--- src/inc/tlsg_regs.svh ---
// tlsg_regs.svh: ranges, reset values and timing counts of the torque
// limit and stall guard block.
// assumes the includer runs on a 50 MHz control tick.
`ifndef TLSG_REGS_SVH
`define TLSG_REGS_SVH
`define TLSG_LIM_MAX        16'd300
`define TLSG_LIM_RST        16'd200
`define TLSG_CEIL_CT        16'd150
`define TLSG_CEIL_VT        16'd120
`define TLSG_AN_FULL        16'd100
`define TLSG_GAIN_RST       16'd1000
`define TLSG_GAIN_UNIT      32'd1000
`define TLSG_AN_ZERO_UA     16'd4000
`define TLSG_AN_SPAN_UA     16'd16000
`define TLSG_LVL_MIN        16'd30
`define TLSG_LVL_MAX        16'd200
`define TLSG_LVL_RST_VT     16'd120
`define TLSG_LVL_RST_CT     16'd150
`define TLSG_HYST_PCT       16'd2
`define TLSG_SEL_RST        2'd1
`define TLSG_SEL_MAX        2'd2
`define TLSG_DUTY_RST       1'b1
`define TLSG_CLK_HZ         50000000
`define TLSG_STALL_MS       100
`define TLSG_STALL_CYC      ((`TLSG_CLK_HZ / 1000) * `TLSG_STALL_MS)
`endif

--- src/inc/tlsg_pkg.sv ---
// tlsg_pkg.sv: types shared by the torque limit and stall guard block.
// assumes tlsg_regs.svh sits on the include path.
package tlsg_pkg;
    // control method of the inner loop
    typedef enum logic [1:0] {
        TLSG_VF      = 2'h0,
        TLSG_VF_PG   = 2'h1,
        TLSG_OLV     = 2'h2
    } tlsg_method_t;
    // analog input function codes
    typedef enum logic [4:0] {
        TLSG_AF_POS  = 5'h0A,
        TLSG_AF_NEG  = 5'h0B,
        TLSG_AF_REG  = 5'h0C,
        TLSG_AF_BOTH = 5'h0F
    } tlsg_afunc_t;
    // stall supervisor states, gray along idle->count->decel
    typedef enum logic [1:0] {
        TLSG_ST_IDLE  = 2'b00,
        TLSG_ST_COUNT = 2'b01,
        TLSG_ST_DECEL = 2'b11
    } tlsg_state_t;
    // settings write port
    typedef struct packed {
        logic        wrEn;
        logic [3:0]  wrSel;
        logic [15:0] wrData;
    } tlsg_wr_t;
endpackage

--- src/rtl/tlsg_torque_guard.sv ---
// tlsg_torque_guard.sv: open-loop vector torque clamp by quadrant, analog and
// duty ceiling, plus running stall supervision of output current in TLSG_VF mode.
// assumes inputs synchronous to clk_sys; currents and torques in percent.
`include "tlsg_regs.svh"

////////////////////////////////////////////////////////////////////////
module tlsg_torque_guard
    import tlsg_pkg::*;
#(
    parameter int STALL_CYC = `TLSG_STALL_CYC
) (
    input  wire logic               clk_sys,       // control tick
    input  wire logic               rst_b,         // sync reset, low
    input  wire tlsg_wr_t           setWr,         // settings write
    input  wire tlsg_method_t       ctrlMethod,    // control method
    input  wire logic               running,       // drive in operation
    input  wire logic               revDir,        // reverse rotation
    input  wire logic signed [15:0] torqueIn,      // torque estimate, pct
    input  wire logic [15:0]        auxAnalogInput,// terminal, microamps
    input  wire logic [15:0]        outCurrent,    // output current, pct
    output logic signed [15:0]      torqueOut,     // clamped torque
    output logic                    torqueClamp,   // clamp active
    output logic                    speedRegHold,  // suspend speed loop
    output logic                    stallDecel,    // lower frequency
    output logic                    stallDecelTwo, // use decel time two
    output logic                    wrReject,      // write refused
    output logic [15:0]             effLimit       // applied limit, pct
);
    ////////////////////////////////////////////////////////////////////
    // settings storage: index 0..3 torque limits, 4 func, 5 gain,
    // 6 stall select, 7 stall level, 8 duty select
    logic [15:0] lim_r [4];        // fwd mot, rev mot, fwd rgn, rev rgn
    logic [15:0] lim_nxt [4];
    logic [4:0]  analogFunc_r;     // analog_func_select
    logic [4:0]  analogFunc_nxt;
    logic [15:0] analogGain_r;     // analog_gain, 0.1 percent units
    logic [15:0] analogGain_nxt;
    logic [1:0]  stallSel_r;       // run_stall_select
    logic [1:0]  stallSel_nxt;
    logic [15:0] stallLvl_r;       // run_stall_level
    logic [15:0] stallLvl_nxt;
    logic        duty_r;           // 1 variable torque, 0 constant
    logic        duty_nxt;
    logic        lvlSet_r;         // level written since reset
    logic        lvlSet_nxt;
    logic        wrReject_r;
    logic        wrReject_nxt;

    // settings writes; out-of-range limits, stall select and stall level are refused as well
    always_comb begin
        for (int i = 0; i < 4; i++) begin
            lim_nxt[i] = lim_r[i];
        end
        analogFunc_nxt = analogFunc_r;
        analogGain_nxt = analogGain_r;
        stallSel_nxt   = stallSel_r;
        stallLvl_nxt   = stallLvl_r;
        duty_nxt       = duty_r;
        lvlSet_nxt     = lvlSet_r;
        wrReject_nxt   = 1'b0;
        if (setWr.wrEn && running) begin
            wrReject_nxt = 1'b1;
        end else if (setWr.wrEn) begin
            unique case (setWr.wrSel)
                4'h0, 4'h1, 4'h2, 4'h3: begin
                    if (setWr.wrData <= `TLSG_LIM_MAX) begin
                        lim_nxt[setWr.wrSel[1:0]] = setWr.wrData;
                    end else begin
                        wrReject_nxt = 1'b1;
                    end
                end
                4'h4: analogFunc_nxt = setWr.wrData[4:0];
                4'h5: analogGain_nxt = setWr.wrData;
                4'h6: begin
                    if (setWr.wrData[1:0] <= `TLSG_SEL_MAX &&
                        setWr.wrData[15:2] == 14'h0000) begin
                        stallSel_nxt = setWr.wrData[1:0];
                    end else begin
                        wrReject_nxt = 1'b1;
                    end
                end
                4'h7: begin
                    if (setWr.wrData >= `TLSG_LVL_MIN &&
                        setWr.wrData <= `TLSG_LVL_MAX) begin
                        stallLvl_nxt = setWr.wrData;
                        lvlSet_nxt   = 1'b1;
                    end else begin
                        wrReject_nxt = 1'b1;
                    end
                end
                4'h8: begin
                    duty_nxt = setWr.wrData[0];
                    // untouched level follows the duty default
                    if (!lvlSet_r) begin
                        stallLvl_nxt = setWr.wrData[0] ?
                            `TLSG_LVL_RST_VT : `TLSG_LVL_RST_CT;
                    end
                end
                default: wrReject_nxt = 1'b1; // unmapped index
            endcase
        end
    end

    // settings registers
    always_ff @(posedge clk_sys) begin
        if (!rst_b) begin
            for (int i = 0; i < 4; i++) begin
                lim_r[i] <= `TLSG_LIM_RST;
            end
            analogFunc_r <= 5'h00;
            analogGain_r <= `TLSG_GAIN_RST;
            stallSel_r   <= `TLSG_SEL_RST;
            stallLvl_r   <= `TLSG_LVL_RST_VT;
            duty_r       <= `TLSG_DUTY_RST;
            lvlSet_r     <= 1'b0;
            wrReject_r   <= 1'b0;
        end else begin
            for (int i = 0; i < 4; i++) begin
                lim_r[i] <= lim_nxt[i];
            end
            analogFunc_r <= analogFunc_nxt;
            analogGain_r <= analogGain_nxt;
            stallSel_r   <= stallSel_nxt;
            stallLvl_r   <= stallLvl_nxt;
            duty_r       <= duty_nxt;
            lvlSet_r     <= lvlSet_nxt;
            wrReject_r   <= wrReject_nxt;
        end
    end
    assign wrReject = wrReject_r;

    ////////////////////////////////////////////////////////////////////
    // torque limit selection
    logic        posTq;       // torque estimate positive
    logic        regen;       // torque opposes rotation
    logic [15:0] parLim;      // quadrant parameter limit
    logic [47:0] anScaled;    // analog limit before clip, no overflow
    logic [15:0] anLim;       // analog limit, pct
    logic        anApplies;   // analog limit active this quadrant
    logic [15:0] ceilLim;     // duty ceiling
    logic [15:0] minLim;
    logic [15:0] absTq;
    logic signed [15:0] tqNxt;
    logic        clampNxt;
    logic signed [15:0] torqueOut_r;
    logic        clamp_r;
    logic [15:0] effLimit_r;

    always_comb begin
        posTq  = !torqueIn[15];
        regen  = posTq == revDir;
        absTq  = posTq ? torqueIn : 16'(-torqueIn);
        // index: bit0 reverse rotation, bit1 regenerating
        parLim = lim_r[{regen, regen ? posTq : !posTq}];
        // current above 4 mA, scaled to 100 pct then by gain
        // 48 bits: span times percent times a large gain passes 32 bits
        anScaled = (auxAnalogInput > `TLSG_AN_ZERO_UA) ?
            48'(auxAnalogInput - `TLSG_AN_ZERO_UA) * 48'(`TLSG_AN_FULL)
            * 48'(analogGain_r) / (48'(`TLSG_AN_SPAN_UA)
            * 48'(`TLSG_GAIN_UNIT)) : 48'h000000000000;
        anLim = (anScaled > 48'(`TLSG_LIM_MAX)) ? `TLSG_LIM_MAX
            : anScaled[15:0];
        // forward analog limit follows torque sign, not quadrant
        unique case (analogFunc_r)
            TLSG_AF_POS:  anApplies = posTq;
            TLSG_AF_NEG:  anApplies = !posTq;
            TLSG_AF_REG:  anApplies = regen;
            TLSG_AF_BOTH: anApplies = 1'b1;
            default:      anApplies = 1'b0;
        endcase
        ceilLim = duty_r ? `TLSG_CEIL_VT : `TLSG_CEIL_CT;
        minLim  = (parLim < ceilLim) ? parLim : ceilLim;
        if (anApplies && anLim < minLim) begin
            minLim = anLim;
        end
        tqNxt    = torqueIn;
        clampNxt = 1'b0;
        if (ctrlMethod == TLSG_OLV && absTq > minLim) begin
            clampNxt = 1'b1;
            tqNxt    = posTq ? minLim : 16'(-minLim);
        end
    end

    // torque output registers
    always_ff @(posedge clk_sys) begin
        if (!rst_b) begin
            torqueOut_r <= 16'sh0000;
            clamp_r     <= 1'b0;
            // duty resets to variable torque, so its ceiling applies
            effLimit_r  <= `TLSG_CEIL_VT;
        end else begin
            torqueOut_r <= tqNxt;
            clamp_r     <= clampNxt;
            effLimit_r  <= minLim;
        end
    end
    assign torqueOut    = torqueOut_r;
    assign torqueClamp  = clamp_r;
    assign speedRegHold = clamp_r;
    assign effLimit     = effLimit_r;

    ////////////////////////////////////////////////////////////////////
    // running stall supervisor; the count lives in flops, not a timer
    tlsg_state_t state_r;
    tlsg_state_t state_nxt;
    logic [31:0] cnt_r;
    logic [31:0] cnt_nxt;
    logic        stallOn;   // supervision armed
    logic        over;      // current above level
    logic        below;     // current at or below level minus 2

    always_comb begin
        stallOn   = ctrlMethod == TLSG_VF && running &&
                    stallSel_r != 2'd0;
        over      = outCurrent > stallLvl_r;
        below     = outCurrent <= stallLvl_r - `TLSG_HYST_PCT;
        state_nxt = state_r;
        cnt_nxt   = 32'h00000000;
        unique case (state_r)
            TLSG_ST_IDLE:
                if (stallOn && over) begin
                    state_nxt = TLSG_ST_COUNT;
                    cnt_nxt   = 32'h00000001;
                end
            TLSG_ST_COUNT: begin
                if (!stallOn || !over) begin
                    state_nxt = TLSG_ST_IDLE;
                end else if (cnt_r >= 32'(STALL_CYC - 1)) begin
                    state_nxt = TLSG_ST_DECEL;
                end else begin
                    cnt_nxt = cnt_r + 32'h00000001;
                end
            end
            TLSG_ST_DECEL:
                if (!stallOn || below) begin
                    state_nxt = TLSG_ST_IDLE;
                end
            default: state_nxt = TLSG_ST_IDLE;
        endcase
    end

    // stall state registers
    always_ff @(posedge clk_sys) begin
        if (!rst_b) begin
            state_r <= TLSG_ST_IDLE;
            cnt_r   <= 32'h00000000;
        end else begin
            state_r <= state_nxt;
            cnt_r   <= cnt_nxt;
        end
    end
    assign stallDecel    = state_r == TLSG_ST_DECEL;
    assign stallDecelTwo = stallSel_r == 2'd2;

    ////////////////////////////////////////////////////////////////////
    // checks
    a_clamp_method: assert property (
        @(posedge clk_sys) disable iff (!rst_b)
        ctrlMethod != TLSG_OLV |=> !torqueClamp)
        else $error("clamp outside open-loop vector");
    // every stored limit stays inside the settable range
    for (genvar g = 0; g < 4; g++) begin : g_limChk
        a_lim_range: assert property (
            @(posedge clk_sys) disable iff (!rst_b)
            lim_r[g] <= `TLSG_LIM_MAX)
            else $error("torque limit out of range");
    end
    // effLimit was built from the duty setting one tick earlier
    a_ceil_bound: assert property (
        @(posedge clk_sys) disable iff (!rst_b)
        effLimit <= ($past(duty_r) ? `TLSG_CEIL_VT : `TLSG_CEIL_CT))
        else $error("limit above duty ceiling");
    // a held speed loop means the torque sits right on the limit
    a_hold_clamp: assert property (
        @(posedge clk_sys) disable iff (!rst_b)
        (speedRegHold == torqueClamp) &&
        (!speedRegHold || $unsigned(torqueOut) == effLimit ||
        $unsigned(torqueOut) == 16'(-effLimit)))
        else $error("speed loop hold not matching the clamp");
    a_stall_time: assert property (
        @(posedge clk_sys) disable iff (!rst_b)
        $rose(stallDecel) |-> $past(cnt_r) == 32'(STALL_CYC - 1) &&
        $past(state_r) == TLSG_ST_COUNT)
        else $error("decel without full overload count");
    a_stall_sel: assert property (
        @(posedge clk_sys) disable iff (!rst_b)
        stallSel_r == 2'd0 |=> !stallDecel)
        else $error("stall active while disabled");
    a_recover: assert property (
        @(posedge clk_sys) disable iff (!rst_b)
        stallDecel && below |=> !stallDecel)
        else $error("no recovery below hysteresis");
    a_run_write: assert property (
        @(posedge clk_sys) disable iff (!rst_b)
        setWr.wrEn && running |=> wrReject && $stable(lim_r[0]))
        else $error("write accepted while running");
    a_sel_range: assert property (
        @(posedge clk_sys) disable iff (!rst_b)
        stallSel_r <= `TLSG_SEL_MAX)
        else $error("stall select out of range");
endmodule

--- config.mk ---
export PLATFORM = sky130hd
export DESIGN_NAME = tlsg_torque_guard
export DESIGN_NICKNAME = d
export VERILOG_FILES = /design/src/inc/tlsg_pkg.sv /design/src/rtl/tlsg_torque_guard.sv
export VERILOG_INCLUDE_DIRS = /design/src /design/src/inc
export SDC_FILE = /design/constraint.sdc
export NUM_CORES = 2
export LEC_CHECK = 0
export ABC_AREA = 1
export BUFFER_PORTS_ARGS = -buffer_cell sky130_fd_sc_hd__buf_4
export CAP_MARGIN = 20
export CORE_MARGIN = 2
export CORE_UTILIZATION = 65
export CTS_CLUSTER_DIAMETER = 100
export DETAILED_ROUTE_END_ITERATION = 8
export PLACE_DENSITY_LB_ADDON = 0.15
export SYNTH_ARGS = -nofsm -noshare
export SYNTH_HDL_FRONTEND = slang
export SYNTH_SLANG_ARGS = --single-unit
--- constraint.sdc ---
create_clock -name clk_sys -period 101.6 [get_ports clk_sys]
set_input_delay 20.32 -clock clk_sys [delete_from_list [all_inputs] [get_ports clk_sys]]
set_output_delay 20.32 -clock clk_sys [all_outputs]
set_load 0.005 [all_outputs]
=== Yosys cells after proc, flatten, opt, wreduce, memory -nomap -nowiden ===
Memories as Yosys holds them, arrays and structs flattened.
Cells that the tools add are included.
Widths: inputs -> output; s select.

* $add $sub $neg: 5
* Multiply operators: 2
* Divide/modulo/power cells: 1
* $lt $le $gt $ge: 14
* Equal/unequal tests: 22
* Multiplexer cells: 43
* Bitwise operators: 6
* Reduce and logical (&&, ||, !) cells: 29

{| class="wikitable"
|+ Operator list
! operator !! number
|-
| $mux 64 || 4
|-
| $mux 16 || 13
|-
| $bwmux 64 || 1
|-
| $mux 32 || 2
|-
| $pmux 32 s2 || 1
|-
| $div 48x24->48 const B || 1
|-
| $gt 48x9->1 const B || 1
|-
| $mul 48x5->46 const B || 1
|-
| $mux 48 || 1
|-
| $mul 46x16->46 || 1
|-
| $add 32x1->32 const B || 1
|-
| $demux 16 s2 || 1
|-
| $ge 32x23->1 const B || 1
|-
| $gt 16x16->1 || 2
|-
| $neg 16->16 || 2
|-
| $pmux 16 s2 || 1
|-
| $eq 5x4->1 const B || 4
|-
| $sub 16x12->17 const B || 1
|-
| $eq 4x3->1 const B || 4
|-
| $ge 16x5->1 const B || 1
|-
| $gt 16x12->1 const B || 1
|-
| $le 16x16->1 || 1
|-
| $le 16x8->1 const B || 1
|-
| $le 16x9->1 const B || 1
|-
| 35 further kinds || 74
|}

* Register bits after elaboration: 109
* Bits in writable memories: 64
* Bits of input ports: 75
* Output and inout port bits: 37
* Word-level logic and storage cells: 135
* Memories kept: 1

{| class="wikitable"
|+ Memories
! memory !! words !! width !! rd ports !! clocked after Yosys merged registers in !! write ports !! line !! RTL
|-
| lim_r || 4 || 16 || 5 || 0 || 4 || tlsg_torque_guard.sv:32 || <nowiki>logic [15:0] lim_r [4];</nowiki>
|}

=== Logic depth before layout (Yosys ltp) ===
* Word-level depth: 13
* Mapped depth: 302
* Gate-level depth less buffers: 289

=== Least setup slack after synthesis ===
No wires, ideal clock.

* Path type: input-to-reg
* From: input port auxAnalogInput[5]
* To: register torqueOut_r[4] (netlist: torqueOut[4])
* Library setup time: 0.113 ns
* Data arrival time: 52.130 ns
* Data required time: 101.487 ns
* Slack: 49.357 ns
* Stages on the path: 255
* Path buffers: 24
* Cells stage by stage: inv_2 -> ha_1 -> or2_2 -> nor2_1 -> inv_1 -> nor2_1 -> o21ai_0 -> o21a_1 -> inv_1 -> ha_1 -> ha_1 -> inv_1 -> fa_1 -> inv_1 -> ha_1 -> nand2_1 -> inv_1 -> nand2_1 -> [... 219 more ...] -> a2111oi_0 -> dlygate4sd1_1 -> nand3_1 -> nand2_4 -> inv_2 -> ha_1 -> nand4_1 -> nor3b_1 -> nand3_1 -> nand2_1 -> nor2_1 -> nand2_1 -> inv_1 -> bufbuf_8 -> nor2_1 -> nor2_1 -> o21ai_1 -> inv_1

* Word-level cells in the longest chain between the ends: 13
* Elaborated cells between the ends (all ways): 16
* Those cells by class: 2 x add/sub; 2 x mul; 1 x div; 4 x order compare; 5 x mux; 2 x reduce/logical

{| class="wikitable"
|+ Ends and longest elaborated chain
! item !! line !! RTL
|-
| start: declaration || tlsg_torque_guard.sv:19 || <nowiki>input wire logic [15:0] auxAnalogInput,</nowiki>
|-
| $sub 16x12->17 (no line) || n/a ||
|-
| $mul 48x5->46 || tlsg_torque_guard.sv:158 || <nowiki>48'(auxAnalogInput - `TLSG_AN_ZERO_UA) * 48'(`TLSG_AN_FULL)</nowiki>
|-
| $mul 46x16->46 || tlsg_torque_guard.sv:158 ||
|-
| $div 48x24->48 || tlsg_torque_guard.sv:158 ||
|-
| $mux 48 * || tlsg_torque_guard.sv:157 || <nowiki>anScaled = (auxAnalogInput > `TLSG_AN_ZERO_UA) ?</nowiki>
|-
| $gt 48x9->1 || tlsg_torque_guard.sv:161 || <nowiki>anLim = (anScaled > 48'(`TLSG_LIM_MAX)) ? `TLSG_LIM_MAX</nowiki>
|-
| $mux 16 * || tlsg_torque_guard.sv:161 ||
|-
| $lt 16x16->1 || tlsg_torque_guard.sv:173 || <nowiki>if (anApplies && anLim < minLim) begin</nowiki>
|-
| $logic_and 1x1->1 || tlsg_torque_guard.sv:173 ||
|-
| $mux 16 * || tlsg_torque_guard.sv:173 ||
|-
| $neg 16->16 or $gt 16x16->1 (tied branches) || tlsg_torque_guard.sv:180, tlsg_torque_guard.sv:178 ||
|-
| $mux 16 or $logic_and 1x1->1 (tied branches) || tlsg_torque_guard.sv:180, tlsg_torque_guard.sv:178 ||
|-
| $mux 16 * || tlsg_torque_guard.sv:178 || <nowiki>if (ctrlMethod == TLSG_OLV && absTq > minLim) begin</nowiki>
|-
| end signal: assignment || tlsg_torque_guard.sv:192 || <nowiki>torqueOut_r <= tqNxt;</nowiki>
|-
| end: declaration || tlsg_torque_guard.sv:145 || <nowiki>logic signed [15:0] torqueOut_r;</nowiki>
|}

Every way passes the cells marked *; elsewhere a longest branch is shown, timed or not.
A chain may end at the register's enable or synchronous reset.

=== Worst setup path in the final report ===
* From: input port auxAnalogInput[5]
* To: register torqueOut_r[2] (netlist: torqueOut[2])

The elaborated chain is that of the path after synthesis.

==> results.md <==
* Outcome: complete, no violations
* RSZ-0062 raised after global routing: false
* Fin. max-slew vios at 0
* Worst setup SP type: input pin
* Fin crit period at 59.05 ns
* Setup TNS at 0 ns
* Asr flop ratio synth at 0%
* Nets at 7421
* Hold Buf Count CTS at 0
* Mapped Area at 46300 sq um
* Layout cells sized above 1 at 17.9%
* Global route overflow at 0
* GRT Util Overall at 33.3%
* WL/cell at 15.8 um
* Drt first pass iters at 8
* Post-DP Area at 47200 sq um
* Num CTS Buffers at 17
* # DRC at 0
* Yosys reg bits at 173
* Fill count at 6283
* Layout area overhead at 3.25%
* CTS tree: done
* Initial antenna violation count at 0
* CP Max Fanout at 22
* Number of buffers added on ports at 111
* Initial drt markers at 3034
* Row count at 97
* Least-Margin Pin Slew at 1.13 ns
* Fin Clk Skew at 0.0135 ns
* Gate Count Post-Synth at 6604
* Setup violators final at 0
* Die ar. at 73400 sq um
* Post-CTS resize count at 0
* Final wirelength at 120000 um
* Final instance area at 47800 sq um
* Yosys cell types at 85
* DR vias at 41549
* Placer Congestion at 0.965
* Most frequent cells in the layout: nand2_1, inv_1, fa_1
* Number of flops mapped to enable cells by yosys at 0
* Synth Warn # at 0
* Seq. cell area at 3460 sq um
* Reg clk slew, reported paths at 0.07 ns
* Die Wd at 271 um
* Detail Route Antenna Nets at 0
* Max incr delay on CP at 0.63 ns
* DP HPWL at 98700 um
* Slew headroom at 24.6%
* MaxCap Viol Count at 0
* Tcrit/Tclk final at 58.1%
* Critical path endpoint category: flip-flop
* Number of global-route vias before repair at 41280
* Clock Latency Late Sink at 0.45 ns
* Crit path DAT at 59.39 ns
* Die Ht at 271 um
* Setup Fix Bufs, Post-CTS at 0
* Most common cell after layout, fill and taps aside: nand2_1
* Worst Hold Class: reg2reg
* Area of the multi-input gates at 36200 sq um
* Initial Util at 65.9%
* Clk buf depth at 2
* Vias/cell at 5.48
* Critical path type: in2reg
* Critical Path RT at 101.94 ns
* Largest net degree at the start of global routing at 93
* Diodes inserted at 0
* Post-Layout Cell Count at 7584
* Crit-path slowest cell: clkinv_1
* Core Area at 70300 sq um
* Max Freq at 0.0169 GHz
* Sequential area share after synthesis at 7.48%
* Top FF cell, synth: dfxtp_1
* Global-route wire length before repair at 203000 um
* Clk Tree Root Cell: clkbuf_16
* Hold Vio Cnt, Final at 0
* # IOs at 112
* Cells after DPL at 7551
* H-tree Lvls at 4
* CTS sink cnt at 173
* Most frequent CP cell: nand2_1
* Post-Synthesis Mean Instance Area at 7.01 sq um
final timing paths:
check / from / end / slack, ns / depth (start not counted)
min reg2reg: lim_r[3][15] / lim_r[3][15] / 0.46 / 2
max: auxAnalogInput[5] / torqueOut[2] / 42.55 / 245
max reg2reg: analogGain_r[14] / torqueOut[2] / 66.12 / 220
min: lim_r[3][15] / lim_r[3][15] / 0.46 / 2
stage by stage:
step	util [%]	worst slack (ns)	hold slack, ns
floorplan	-	49.36	0.430
global placement	67.2	43.94	0.442
detailed placement	67.2	42.84	0.445
CTS	68.0	43.04	0.458
global route	68.0	38.70	0.481
finish	68.0	42.55	0.457
layer usage:
layer	vias to the layer above	global-route usage (%)	wire, um
met5	-	0	0
met4	0	11.0	4030
met3	276	4.27	8660
met2	1478	55.8	55800
met1	19530	44.4	51100
li1	20265	-	-
logic make-up (layout without fill, tap and decap cells):
| family | after synthesis | count (layout) | synth area share (%) |
|---|---|---|---|
| compound gates | 550 | 550 | 7.47 |
| fa+ha+maj | 715 | 715 | 27.7 |
| flops | 173 | 173 | 7.48 |
| simple gates | 3419 | 3419 | 38.9 |
| other cells | 2 | 38 | 0.0162 |
| xor+xnor | 196 | 196 | 3.79 |
| buf+inv | 1549 | 1553 | 14.6 |
area by class of cell:
cell class,count,area share [%]
timing repair buffer,139,2.18
tap,940,2.46
clock buffer,18,0.919
sequential,173,7.24
inverter,1382,11.1
multi-input combinational,4918,75.7
clock inverter,14,0.322
synth_stat cells (all sizes together), types with 8 or more instances:
| master | n | area, sq um |
|---|---|---|
| nand2 | 2020 | 10300 |
| buf | 51 | 721 |
| fa | 516 | 10300 |
| or2 | 16 | 100 |
| nor4 | 10 | 62.6 |
| nor3 | 78 | 417 |
| nand3 | 516 | 3110 |
| nand4 | 126 | 897 |
| a21boi | 8 | 75.1 |
| nor2 | 623 | 2940 |
| xor2 | 160 | 1420 |
| o21ai | 191 | 1110 |
| dfxtp | 173 | 3460 |
| clkbuf | 112 | 681 |
| xnor2 | 35 | 314 |
| o211ai | 39 | 293 |
| o21bai | 8 | 67.6 |
| a221oi | 9 | 78.8 |
| ha | 199 | 2490 |
| a211oi | 15 | 113 |
| inv | 1338 | 5110 |
| a21oi | 202 | 1150 |
| clkinv | 42 | 208 |
| o21a | 14 | 105 |
| a31oi | 19 | 119 |
| nand3b | 15 | 133 |
| o22ai | 16 | 100 |
state kept, by name, indices dropped and copies added, names as in the netlist, 2 cells and up:
name / cells
analogFunc_r: 5
effLimit: 16
analogGain_r: 16
stallLvl_r: 16
lim_r: 64
state_r: 2
cnt_r: 32
stallSel_r: 2
torqueOut: 16
worst max-delay path: cells and delay by family:
kind | cells | cell delay, ns
buf+inv | 34 | 4.05
compound gates | 20 | 4.02
fa+ha+maj | 13 | 5.45
xor+xnor | 2 | 0.44
simple gates | 176 | 24.95
Power is left out: the tool's default activity adds up to more than one toggle a clock period on the data nets, which glitch-free logic cannot reach.
